File: config.mk
export PLATFORM = sky130hd
export DESIGN_NAME = distributor_sgi_status_type_regs
export DESIGN_NICKNAME = d
export VERILOG_FILES = /design/src/hw/dist_pkg.sv /design/src/hw/err_flags.sv /design/src/hw/sgi_pend_bank.sv /design/src/hw/distributor_sgi_status_type_regs.sv
export VERILOG_INCLUDE_DIRS = /design/src /design/src/hw
export SDC_FILE = /design/constraint.sdc
export NUM_CORES = 1
export LEC_CHECK = 0
export BUFFER_PORTS_ARGS = -buffer_cell sky130_fd_sc_hd__buf_2
export CORE_MARGIN = 5
export CORE_UTILIZATION = 49
export CTS_CLUSTER_SIZE = 40
export DETAILED_ROUTE_END_ITERATION = 12
export PLACE_DENSITY = 0.81
export SETUP_SLACK_MARGIN = 0.2
export SYNTH_ARGS = -nofsm -noshare
export SYNTH_HDL_FRONTEND = slang
export SYNTH_SLANG_ARGS = --single-unit
File: constraint.sdc
create_clock -name sys_clk -period 1.3 [get_ports sys_clk]
set_input_delay 0.325 -clock sys_clk [delete_from_list [all_inputs] [get_ports sys_clk]]
set_output_delay 0.325 -clock sys_clk [all_outputs]
set_load 0.05 [all_outputs]
File: src/hw/dist_regs.svh
`ifndef DIST_REGS_SVH
`define DIST_REGS_SVH

// byte offsets inside the distributor frame
`define CAPS_OFFSET 12'h004
`define ERR_STAT_OFFSET 12'h010
`define SET_SHARED_NS_OFFSET 12'h040
`define CLR_SHARED_NS_OFFSET 12'h048
`define SET_SHARED_S_OFFSET 12'h050
`define CLR_SHARED_S_OFFSET 12'h058
`define SOFT_GEN_OFFSET 12'hF00
`define SGI_PEND_BASE 12'hF20
`define SGI_PEND_SPAN_MASK 12'hFF0

// error status field positions
`define ERR_WO_READ_BIT 2
`define ERR_RSV_WRITE_BIT 1
`define ERR_RSV_READ_BIT 0

// capability field positions
`define CAP_ONE_OF_N_BIT 25
`define CAP_AFF3_BIT 24
`define CAP_IDW_MSB 23
`define CAP_IDW_LSB 19
`define CAP_DVI_BIT 18
`define CAP_LPI_BIT 17
`define CAP_MSG_BIT 16
`define CAP_SEC_BIT 10
`define CAP_TGT_MSB 7
`define CAP_TGT_LSB 5
`define CAP_SPI_MSB 4
`define CAP_SPI_LSB 0

// reset values and sizes
`define SGI_PEND_RESET 32'h0000_0000
`define ERR_STAT_RESET 3'h0
`define FIELD_BITS 8
`define SPI_PER_STEP 11'h020
`define SPI_FIRST_SPECIAL 11'h3FC
`define SPI_LAST_USABLE 10'h3FB

`endif

File: src/hw/dist_pkg.sv
package dist_pkg;
    // pending bits: 16 soft interrupts x 8 processing elements
    typedef struct packed {
        logic [127:0] pend;
    } pend_state_t;
    // one bank of error flags
    typedef struct packed {
        logic [2:0] flags;
    } err_state_t;
    // register-port state of the top block
    typedef struct packed {
        logic [31:0] rdata;
        logic done;
        logic [9:0] spi_limit;
    } bank_state_t;
endpackage

File: src/hw/err_flags.sv
`timescale 1ns/1ps
`include "dist_regs.svh"

// one bank of sticky access-error flags, cleared by writing one
module err_flags
    import dist_pkg::*;
(
    input wire logic sys_clk,
    input wire logic nrst,
    input wire logic ce,
    input wire logic [2:0] set_flags,
    input wire logic [2:0] clr_flags,
    output logic [2:0] flags
);
    err_state_t st_reg; // registered flags
    err_state_t st_next; // next value

    // a detection in the clearing cycle survives: set wins
    always_comb begin
        st_next = st_reg;
        st_next.flags = (st_reg.flags & ~clr_flags) | set_flags;
    end

    // flags may reset to anything; zero is the quiet choice
    always_ff @(posedge sys_clk or negedge nrst) begin
        if (!nrst) begin
            st_reg <= '{flags: `ERR_STAT_RESET};
        end else if (ce) begin
            st_reg <= st_next;
        end
    end

    assign flags = st_reg.flags;
endmodule

File: src/hw/sgi_pend_bank.sv
`timescale 1ns/1ps
`include "dist_regs.svh"

// pending state of each soft interrupt per requesting element
module sgi_pend_bank
    import dist_pkg::*;
#(
    parameter int NUM_SGI = 16,
    parameter int NUM_PE = 8
) (
    input wire logic sys_clk,
    input wire logic nrst,
    input wire logic ce,
    input wire logic [127:0] sw_set,
    input wire logic raise_valid,
    input wire logic [3:0] raise_id,
    input wire logic [2:0] raise_src,
    input wire logic retire_valid,
    input wire logic [3:0] retire_id,
    input wire logic [2:0] retire_src,
    output logic [127:0] pend
);
    pend_state_t st_reg; // registered pending bits
    pend_state_t st_next; // next value
    logic [127:0] impl; // bit exists in this build
    logic [127:0] hw_set; // raise decoded per bit
    logic [127:0] hw_clr; // retire decoded per bit

    // bit index is id*8+src, so id is the field and src the bit
    genvar b;
    generate
        for (b = 0; b < 128; b++) begin : g_bit
            assign impl[b] = ((b / 8) < NUM_SGI) && ((b % 8) < NUM_PE);
            assign hw_set[b] = raise_valid && ({raise_id, raise_src} == 7'(b));
            assign hw_clr[b] = retire_valid && ({retire_id, retire_src} == 7'(b));
        end
    endgenerate

    // set wins over a retire in the same cycle; missing bits stay zero
    always_comb begin
        st_next = st_reg;
        st_next.pend = ((st_reg.pend & ~hw_clr) | sw_set | hw_set) & impl;
    end

    always_ff @(posedge sys_clk or negedge nrst) begin
        if (!nrst) begin
            st_reg <= '{pend: {4{`SGI_PEND_RESET}}};
        end else if (ce) begin
            st_reg <= st_next;
        end
    end

    assign pend = st_reg.pend;
endmodule

File: src/hw/distributor_sgi_status_type_regs.sv
`timescale 1ns/1ps
`include "dist_regs.svh"

// Contract
// - four 8-bit fields, field x is 4n+x
// - read one means pending or active-pending
// - write one sets pending, zero no effect
// - pending fields reset to zero
// - register m/4, field m%4, bit C
// - pending register n at base plus 4n
// - absent error register reads zero, ignores writes
// - two security states bank error register
// - bit 2 flags read of write-only
// - bit 1 flags write to reserved
// - bit 0 flags read of reserved
// - writing one clears a flag
// - bit 25 reads zero when one-of-N exists
// - bit 24 reports nonzero affinity level 3
// - bits 23:19 identifier bits minus one
// - bit 18 direct injection, zero here
// - bit 17 reports locality interrupts
// - bit 16 message registers, else reserved
// - bit 10 two states, zero if disabled
// - bits 7:5 target elements minus one
// - bits 4:0 give shared range N
// - identifiers 1020-1023 never used
// - unimplemented pending bits read zero
// - group 0 bits hidden from non-secure

module distributor_sgi_status_type_regs
    import dist_pkg::*;
#(
    parameter int NUM_PE = 8, // targetable elements, 1..8
    parameter int NUM_SGI = 16, // implemented soft interrupts
    parameter bit TWO_SEC = 1'b1, // two security states built
    parameter bit ERR_STATUS_EN = 1'b1, // error register built
    parameter bit ONE_OF_N = 1'b1, // one-of-N distribution built
    parameter bit AFF3_EN = 1'b0, // nonzero affinity level 3
    parameter int ID_BITS = 10, // identifier width
    parameter bit DVI_EN = 1'b0, // must stay zero in version 3
    parameter bit LPI_EN = 1'b0, // locality interrupts built
    parameter bit MSG_EN = 1'b1, // message set/clear registers
    parameter logic [4:0] SPI_RANGE = 5'h1F // shared range field
) (
    input wire logic sys_clk,
    input wire logic nrst,
    input wire logic ce,
    input wire logic acc_valid,
    input wire logic acc_write,
    input wire logic acc_secure,
    input wire logic [11:0] acc_addr,
    input wire logic [3:0] acc_be,
    input wire logic [31:0] acc_wdata,
    input wire logic acc_claimed,
    input wire logic security_disable,
    input wire logic affinity_route_en,
    input wire logic [15:0] sgi_group1,
    input wire logic raise_valid,
    input wire logic [3:0] raise_id,
    input wire logic [2:0] raise_src,
    input wire logic retire_valid,
    input wire logic [3:0] retire_id,
    input wire logic [2:0] retire_src,
    output logic [31:0] rd_data_reg,
    output logic rd_done_reg,
    output logic [127:0] pending_vec,
    output logic [9:0] spi_limit_reg
);
    // largest shared identifier the range field allows
    localparam logic [10:0] SPI_MAX =
        11'(({6'h00, SPI_RANGE} + 11'h001) * `SPI_PER_STEP - 11'h001);

    // special identifiers are cut from the usable range
    localparam logic [9:0] SPI_LIMIT =
        (SPI_MAX >= `SPI_FIRST_SPECIAL) ? `SPI_LAST_USABLE : SPI_MAX[9:0];

    bank_state_t st_reg; // port state
    bank_state_t st_next; // next port state

    logic [11:0] word_addr; // word-aligned access address
    logic is_caps; // capability word
    logic is_err; // error status word
    logic is_pend; // one of four pending words
    logic is_msg; // message set/clear words
    logic is_wo; // write-only word
    logic mine; // decoded by this block
    logic reserved; // nobody owns the address
    logic sec_two; // two states in force
    logic copy_sel; // error copy for this access
    logic [6:0] pend_base; // first bit of addressed word
    logic [127:0] vis; // bits visible to this access
    logic [31:0] pend_word; // pending word as read
    logic [31:0] wr_word; // pending write after lanes
    logic [127:0] sw_set; // software set request
    logic [31:0] caps_word; // capability value
    logic [2:0] err_set [2]; // flag events per copy
    logic [2:0] err_clr [2]; // flag clears per copy
    logic [2:0] err_val [2]; // flag value per copy
    logic [31:0] rd_word; // read mux result

    // two states count only while security is not disabled
    assign sec_two = TWO_SEC && !security_disable;

    // secure traffic uses copy 1 while two states are in force, the rest copy 0
    assign copy_sel = sec_two && acc_secure;

    // byte lanes are given by acc_be, so low bits drop out
    assign word_addr = {acc_addr[11:2], 2'b00};

    // address decode
    always_comb begin
        is_caps = (word_addr == `CAPS_OFFSET);
        is_err = (word_addr == `ERR_STAT_OFFSET);
        is_pend = ((word_addr & `SGI_PEND_SPAN_MASK) == `SGI_PEND_BASE);
        is_msg = (word_addr == `SET_SHARED_NS_OFFSET)
              || (word_addr == `CLR_SHARED_NS_OFFSET)
              || (word_addr == `SET_SHARED_S_OFFSET)
              || (word_addr == `CLR_SHARED_S_OFFSET);
        // without message support those words become reserved
        is_wo = (word_addr == `SOFT_GEN_OFFSET) || (MSG_EN && is_msg);
        // the error word is ours even when not built: read zero
        mine = is_caps || is_err || is_pend || is_wo;
        // other distributor logic claims its own words
        reserved = !mine && !acc_claimed;
    end

    // word n covers bits 32n..32n+31, field x is soft id 4n+x
    assign pend_base = {acc_addr[3:2], 5'b00000};

    // group 0 bits hide from non-secure traffic while two states are in force
    genvar b;
    generate
        for (b = 0; b < 128; b++) begin : g_vis
            assign vis[b] = !(sec_two && !acc_secure && !sgi_group1[b / 8]);
        end
    endgenerate

    // reads mask hidden bits; missing bits are zero in the bank
    always_comb begin
        pend_word = pending_vec[pend_base +: 32] & vis[pend_base +: 32];
        if (affinity_route_en) begin
            // the word is reserved-zero under affinity routing
            pend_word = 32'h0000_0000;
        end
    end

    // software set: only enabled lanes, only visible bits
    always_comb begin
        wr_word = 32'h0000_0000;
        sw_set = '0;
        for (int k = 0; k < 4; k++) begin
            if (acc_be[k]) begin
                wr_word[k * `FIELD_BITS +: `FIELD_BITS] =
                    acc_wdata[k * `FIELD_BITS +: `FIELD_BITS];
            end
        end
        if (acc_valid && acc_write && is_pend && !affinity_route_en) begin
            // zero bits add nothing, so an OR is enough
            sw_set[pend_base +: 32] = wr_word & vis[pend_base +: 32];
        end
    end

    // the pending store
    sgi_pend_bank #(
        .NUM_SGI(NUM_SGI),
        .NUM_PE(NUM_PE)
    ) i_sgi_pend_bank (
        .sys_clk(sys_clk),
        .nrst(nrst),
        .ce(ce),
        .sw_set(sw_set),
        .raise_valid(raise_valid),
        .raise_id(raise_id),
        .raise_src(raise_src),
        .retire_valid(retire_valid),
        .retire_id(retire_id),
        .retire_src(retire_src),
        .pend(pending_vec)
    );

    // capability word: all other bits reserved zero
    always_comb begin
        caps_word = 32'h0000_0000;
        caps_word[`CAP_ONE_OF_N_BIT] = !ONE_OF_N;
        caps_word[`CAP_AFF3_BIT] = AFF3_EN;
        caps_word[`CAP_IDW_MSB:`CAP_IDW_LSB] = 5'(ID_BITS - 1);
        // direct injection is a later-version feature
        caps_word[`CAP_DVI_BIT] = 1'b0 & DVI_EN;
        caps_word[`CAP_LPI_BIT] = LPI_EN;
        caps_word[`CAP_MSG_BIT] = MSG_EN;
        caps_word[`CAP_SEC_BIT] = sec_two;
        caps_word[`CAP_TGT_MSB:`CAP_TGT_LSB] = 3'(NUM_PE - 1);
        caps_word[`CAP_SPI_MSB:`CAP_SPI_LSB] = SPI_RANGE;
    end

    // error events and clears, steered to one copy
    always_comb begin
        for (int c = 0; c < 2; c++) begin
            err_set[c] = 3'h0;
            err_clr[c] = 3'h0;
            if (acc_valid && ERR_STATUS_EN && (copy_sel == c[0])) begin
                // a read of a write-only word
                err_set[c][`ERR_WO_READ_BIT] = !acc_write && is_wo;
                // a write to a reserved word
                err_set[c][`ERR_RSV_WRITE_BIT] = acc_write && reserved;
                // a read of a reserved word
                err_set[c][`ERR_RSV_READ_BIT] = !acc_write && reserved;
                if (acc_write && is_err && acc_be[0]) begin
                    err_clr[c] = acc_wdata[2:0];
                end
            end
        end
    end

    // copy 1 only ever moves when two states are in force
    genvar c;
    generate
        for (c = 0; c < 2; c++) begin : g_err
            err_flags i_err_flags (
                .sys_clk(sys_clk),
                .nrst(nrst),
                .ce(ce),
                .set_flags(err_set[c]),
                .clr_flags(err_clr[c]),
                .flags(err_val[c])
            );
        end
    endgenerate

    // read mux; unknown words and writes read zero
    always_comb begin
        rd_word = 32'h0000_0000;
        if (is_caps) begin
            rd_word = caps_word;
        end else if (is_err) begin
            // not built: zero and writes go nowhere
            rd_word = ERR_STATUS_EN ? {29'h0, err_val[copy_sel]} : 32'h0;
        end else if (is_pend) begin
            rd_word = pend_word;
        end
    end

    // answer every access made while ce is high one cycle later
    always_comb begin
        st_next = st_reg;
        st_next.done = acc_valid;
        st_next.spi_limit = SPI_LIMIT;
        if (acc_valid) begin
            // read data stands until the next access
            st_next.rdata = acc_write ? 32'h0000_0000 : rd_word;
        end
    end

    // whole port state, frozen while ce is low
    always_ff @(posedge sys_clk or negedge nrst) begin
        if (!nrst) begin
            st_reg <= '0;
        end else if (ce) begin
            st_reg <= st_next;
        end
    end

    // outputs straight from the state flops
    assign rd_data_reg = st_reg.rdata;
    assign rd_done_reg = st_reg.done;
    assign spi_limit_reg = st_reg.spi_limit;
endmodule

==> metrics.yaml, run 1 <==
die_h_um: 155
synth_top_area_cell: "dfrtp_1"
yosysWarnings: 0
syn-cell-area_sq_um: 10300
initial_core_util_pct: 49.4
ioPinCount: 260
cts_sinks: 168
synth_top_area_share_pct: 40.8
worst_endpoint_kind: "register data pin"
clk_path_buf_depth: 2
die_w_um: 155
gp_congestion: 1.02
synth-seq-cells: 168
dp_hpwl_mm: 33.8
synth.avg_cell_area_sq_um: 9.70
haltStage: "5_1_grt"
synthFlopType: "dfrtp_1"
place_ws_ns: -0.781
async_flop_share_pct: 100
grt_use_total_pct: 86.3
synth_edf_count: 0
h-tree-depth: 4
cts_made_buffers: 17
synthTopCellsByArea: "dfrtp_1 (41%), mux4_2 (7.0%), o21ai_0 (6.8%)"
dp.cells: 1765
root_buffer: "clkbuf_16"
grt-ovfl-total: 212
tool.error: "[ERROR GRT-0232] Routing congestion too high. Check the congestion heatmap in the GUI."
rows: 53
status: "aborted with a tool error"
synth_seq_area_share_pct: 40.8
syn_nets: 1156
grt_max_degree: 61
netlist_instances: 1062
io_buffers: 256
yosysUniqueCellTypes: 66
dpl_cell_area_sq_um: 14300
crit_endpoint: "i_sgi_pend_bank.pend[59]$_DFFE_PN0P_/D"
cell families after synthesis:
| family | Yosys count | share of synthesized area [%] |
|---|---|---|
| adders and majority gates | 5 | 0.608 |
| DFF | 168 | 40.8 |
| other | 1 | 0.0364 |
| and+or+nand+nor | 312 | 16.9 |
| muxes | 42 | 8.51 |
| AOI/OAI and AO/OA | 417 | 28.3 |
| buffers and inverters | 117 | 4.85 |
routing by layer:
| metal | overflow | track usage, % |
|---|---|---|
| met5 | 3 | 50.7 |
| met4 | 77 | 89.4 |
| met3 | 16 | 78.0 |
| met2 | 108 | 96.9 |
| met1 | 8 | 84.4 |
cell usage after synthesis (4+ instances only):
cell / n
a211o_1: 6
a21o_1: 52
a21oi_1: 13
a22o_1: 5
a22oi_1: 58
and3b_1: 8
buf_1: 5
buf_2: 15
buf_4: 9
clkbuf_1: 66
dfrtp_1: 168
ha_1: 5
inv_1: 21
mux2_2: 5
mux4_2: 32
nand2_1: 49
nand2b_1: 8
nand3_1: 83
nand3b_1: 11
nand4_1: 25
nor2_1: 54
nor2b_1: 11
nor3_1: 13
nor3_2: 6
nor3b_1: 4
nor4bb_1: 5
o211a_1: 16
o211ai_1: 6
o21ai_0: 139
o2bb2ai_1: 16
o31a_1: 8
o31ai_1: 54
o32ai_1: 13
o41ai_1: 18
or2_2: 5
or4_1: 4
per-stage QoR:
stage / setup TNS [ns] / utilization (%) / hold slack, ns
after floorplan: -56.77 / - / 0.0294
after global placement: -107.52 / 68.5 / 0.347
after detailed placement: -110.42 / 68.5 / 0.348
after CTS: -23.32 / 90.7 / 0.132
what timing repair did:
| item | 4_1_cts |
|---|---|
| hold buffers | 1 |
| endpoints found under the hold margin | 168 |
| buffers inserted | 198 |
| gates resized for setup | 710 |
| pin swaps | 101 |
| cloned | 3 |
| endpoints found under the setup margin | 336 |
==> run 2, diff against run 1 <==
--- a/config.mk
+++ b/config.mk
@@ -8,11 +8,9 @@
 export LEC_CHECK = 0
 export BUFFER_PORTS_ARGS = -buffer_cell sky130_fd_sc_hd__buf_2
 export CORE_MARGIN = 5
-export CORE_UTILIZATION = 49
-export CTS_CLUSTER_SIZE = 40
+export CORE_UTILIZATION = 40
 export DETAILED_ROUTE_END_ITERATION = 12
-export PLACE_DENSITY = 0.81
-export SETUP_SLACK_MARGIN = 0.2
+export PLACE_DENSITY_LB_ADDON = 0.15
 export SYNTH_ARGS = -nofsm -noshare
 export SYNTH_HDL_FRONTEND = slang
 export SYNTH_SLANG_ARGS = --single-unit
==> constraint.sdc (replaced) <==
create_clock -name sys_clk -period 1.7 [get_ports sys_clk]
set_input_delay 0.425 -clock sys_clk [delete_from_list [all_inputs] [get_ports sys_clk]]
set_output_delay 0.425 -clock sys_clk [all_outputs]
set_load 0.05 [all_outputs]
==> metrics.yaml, run 2 <==
io_buffers: 256
grt_use_total_pct: 30.8
die_h_um: 170
rows: 58
h-tree-depth: 4
p_per_area_nw_per_um2: 866
vias_per_cell: 6.30
cp-start-kind: "input port"
hold_violations: 0
yosysUniqueCellTypes: 66
worst_setup_path_end_kind: "flop"
hp-start: "acc_wdata[6]"
antenna_found_initial: 1
dp_hpwl_mm: 34.2
synth_seq_area_share_pct: 40.8
r2r-start: "i_sgi_pend_bank.pend[83]"
slew_viol_final: 0
vias: 11146
cts_tree: "done"
fmax_mhz: 601
grt_pass1_vias: 10930
finClkSkew_ns: 0.0128
status: "finished, final reports clean"
crit_fanout: 25
yosysWarnings: 0
cts_sinks: 168
drc_errors: 0
core_sq_um: 25300
netlist_instances: 1062
crit_path_start: "acc_addr[3]"
wirelength_mm: 45.0
slew_headroom_pct: 60.7
synth_edf_count: 0
synth-seq-cells: 168
root_buffer: "clkbuf_16"
grtUsageMet1_pct: 44.1
cp.required_ns: 2.07
synth.most_common_cell: "dfrtp_1"
drt_iter0_drc: 1387
worst_pin_slew_ns: 0.588
cap_violations: 0
final_nets: 1521
drive_above_1_share_pct: 38.8
hold_slack_ns: 0.193
min-delay-path-class: "in2reg"
dieArea_sq_um: 29000
syn-cell-area_sq_um: 10300
final_common_cell: "buf_2"
wl_per_cell_um: 25.4
layout.cells.most_common_list: "buf_2 (253), dfrtp_1 (168), buf_4 (155), o21ai_0 (101), nand3_1 (83)"
syn_to_final_growth_pct: 37.7
top_usage_layer: "met2"
ir_worst_vdd_mv: 0.497
diodes: 0
cts_setup_buffers: 0
clk_path_buf_depth: 2
fin_crit_ns: 1.66
synthFlopType: "dfrtp_1"
use_met3_pct: 6.83
largest_register_ffs: 128
grt_max_degree: 49
fill_cells: 2350
grt-ovfl-total: 0
initial_core_util_pct: 40.8
syn_nets: 1156
synth_top_area_cell: "dfrtp_1"
clk_latency_ns: 0.44
cts_made_buffers: 17
synth_commonest_cells: "dfrtp_1 (168), o21ai_0 (139), nand3_1 (83), clkbuf_1 (66), a22oi_1 (58)"
met2_usage_pct: 47.4
fin_ws_ns: 0.0355
antenna_left: 0
ioPinCount: 260
synth_top_area_share_pct: 40.8
die_w_um: 170
period_share_pct: 97.9
synth.avg_cell_area_sq_um: 9.70
setup_viol: 0
cp.arrival_ns: 2.03
rsz0062_at_grt: "true"
place_ws_ns: -0.468
gp_congestion: 0.944
p_leak_nw: 6.84
synthTopCellsByArea: "dfrtp_1 (41%), mux4_2 (7.0%), o21ai_0 (6.8%)"
async_flop_share_pct: 100
dr.pass1.iters: 6
grt_first_pass_wirelength_mm: 68.0
worstSetupPathType: "in2reg"
clkSlewWorstSetupHoldPaths_ns: 0.07
## run 2: cell counts after synthesis
Identical to the previous run, type by type.
## run 2: timing repair
item / CTS / global route
endpoints found under the setup margin: 30 / 64
gates resized for setup: 2 / 2
hold endpoints to repair: 27 / 0
hold buffers: 1 / 0
## run 2: cells by family (layout without fill, tap and decap cells)
| group | Yosys count | in the layout | synth area share (%) |
|---|---|---|---|
| muxes | 42 | 42 | 8.51 |
| other | 1 | 1 | 0.0364 |
| and+or+nand+nor | 312 | 312 | 16.9 |
| adders and majority gates | 5 | 5 | 0.608 |
| AOI/OAI and AO/OA | 417 | 417 | 28.3 |
| buffers and inverters | 117 | 495 | 4.85 |
| DFF | 168 | 168 | 40.8 |
## run 2: power by group
part           internal (W)  switching, W  total, W
clock               0.00226       0.00186   0.00412
sequential          0.00431      0.000361   0.00467
combinational       0.00115       0.00234   0.00349
## run 2: worst max-delay path: stages
cell and delay [ns]:
buf_2 0.17, buf_4 0.18, buf_12 0.23, ha_1 0.23, nand3b_1 0.13, nor2_1 0.12
nand4_1 0.15, buf_4 0.23, o21ai_1 0.16
## run 2: worst paths after layout
kind / end / slack (ns) / depth (start not counted)
max: i_sgi_pend_bank.pend[64] / 0.04 / 9
max reg2reg: rd_data_reg[19] / 0.33 / 2
min: i_sgi_pend_bank.pend[6] / 0.19 / 2
min in group asynchronous: rd_data_reg[17] / 0.46 / 2
min reg2reg: rd_data_reg[28] / 0.48 / 2
max in group asynchronous: i_sgi_pend_bank.pend[95] / 0.69 / 3
## run 2: cell type report
type / instances / area (sq um) / area share [%]
multi-input combinational: 777 / 5800 / 40.9
sequential: 168 / 4200 / 29.7
timing repair buffer: 442 / 3070 / 21.7
clock buffer: 19 / 443 / 3.12
tap: 330 / 413 / 2.91
clock inverter: 13 / 158 / 1.11
inverter: 21 / 93.8 / 0.662
## run 2: metrics by stage
| step | cells | cell area [sq um] | utilization [%] | setup TNS, ns | power, W |
|---|---|---|---|---|---|
| after floorplan | 1062 | 10600 | - | -12.21 | 0.00683 |
| after global placement | 1737 | 13600 | 53.7 | -57.17 | 0.00814 |
| after detailed placement | 1737 | 13600 | 53.7 | -60.98 | 0.00819 |
| after CTS | 1770 | 14200 | 56.1 | 0 | 0.0123 |
| after global routing | 1770 | 14200 | 56.1 | -0.113 | 0.0127 |
| final | 1770 | 14200 | 56.1 | 0 | 0.0123 |
## run 2: layer usage
layer  share of wire (%)  vias up  wire length (um)
met4                 2.4        2              1080
met5               0.029        -                13
met1                  42     5481             18900
li1                    -     4872                 -
met3                  10      109              4640
met2                  45      682             20400
No activity file was read; power rests on OpenSTA's default activity.
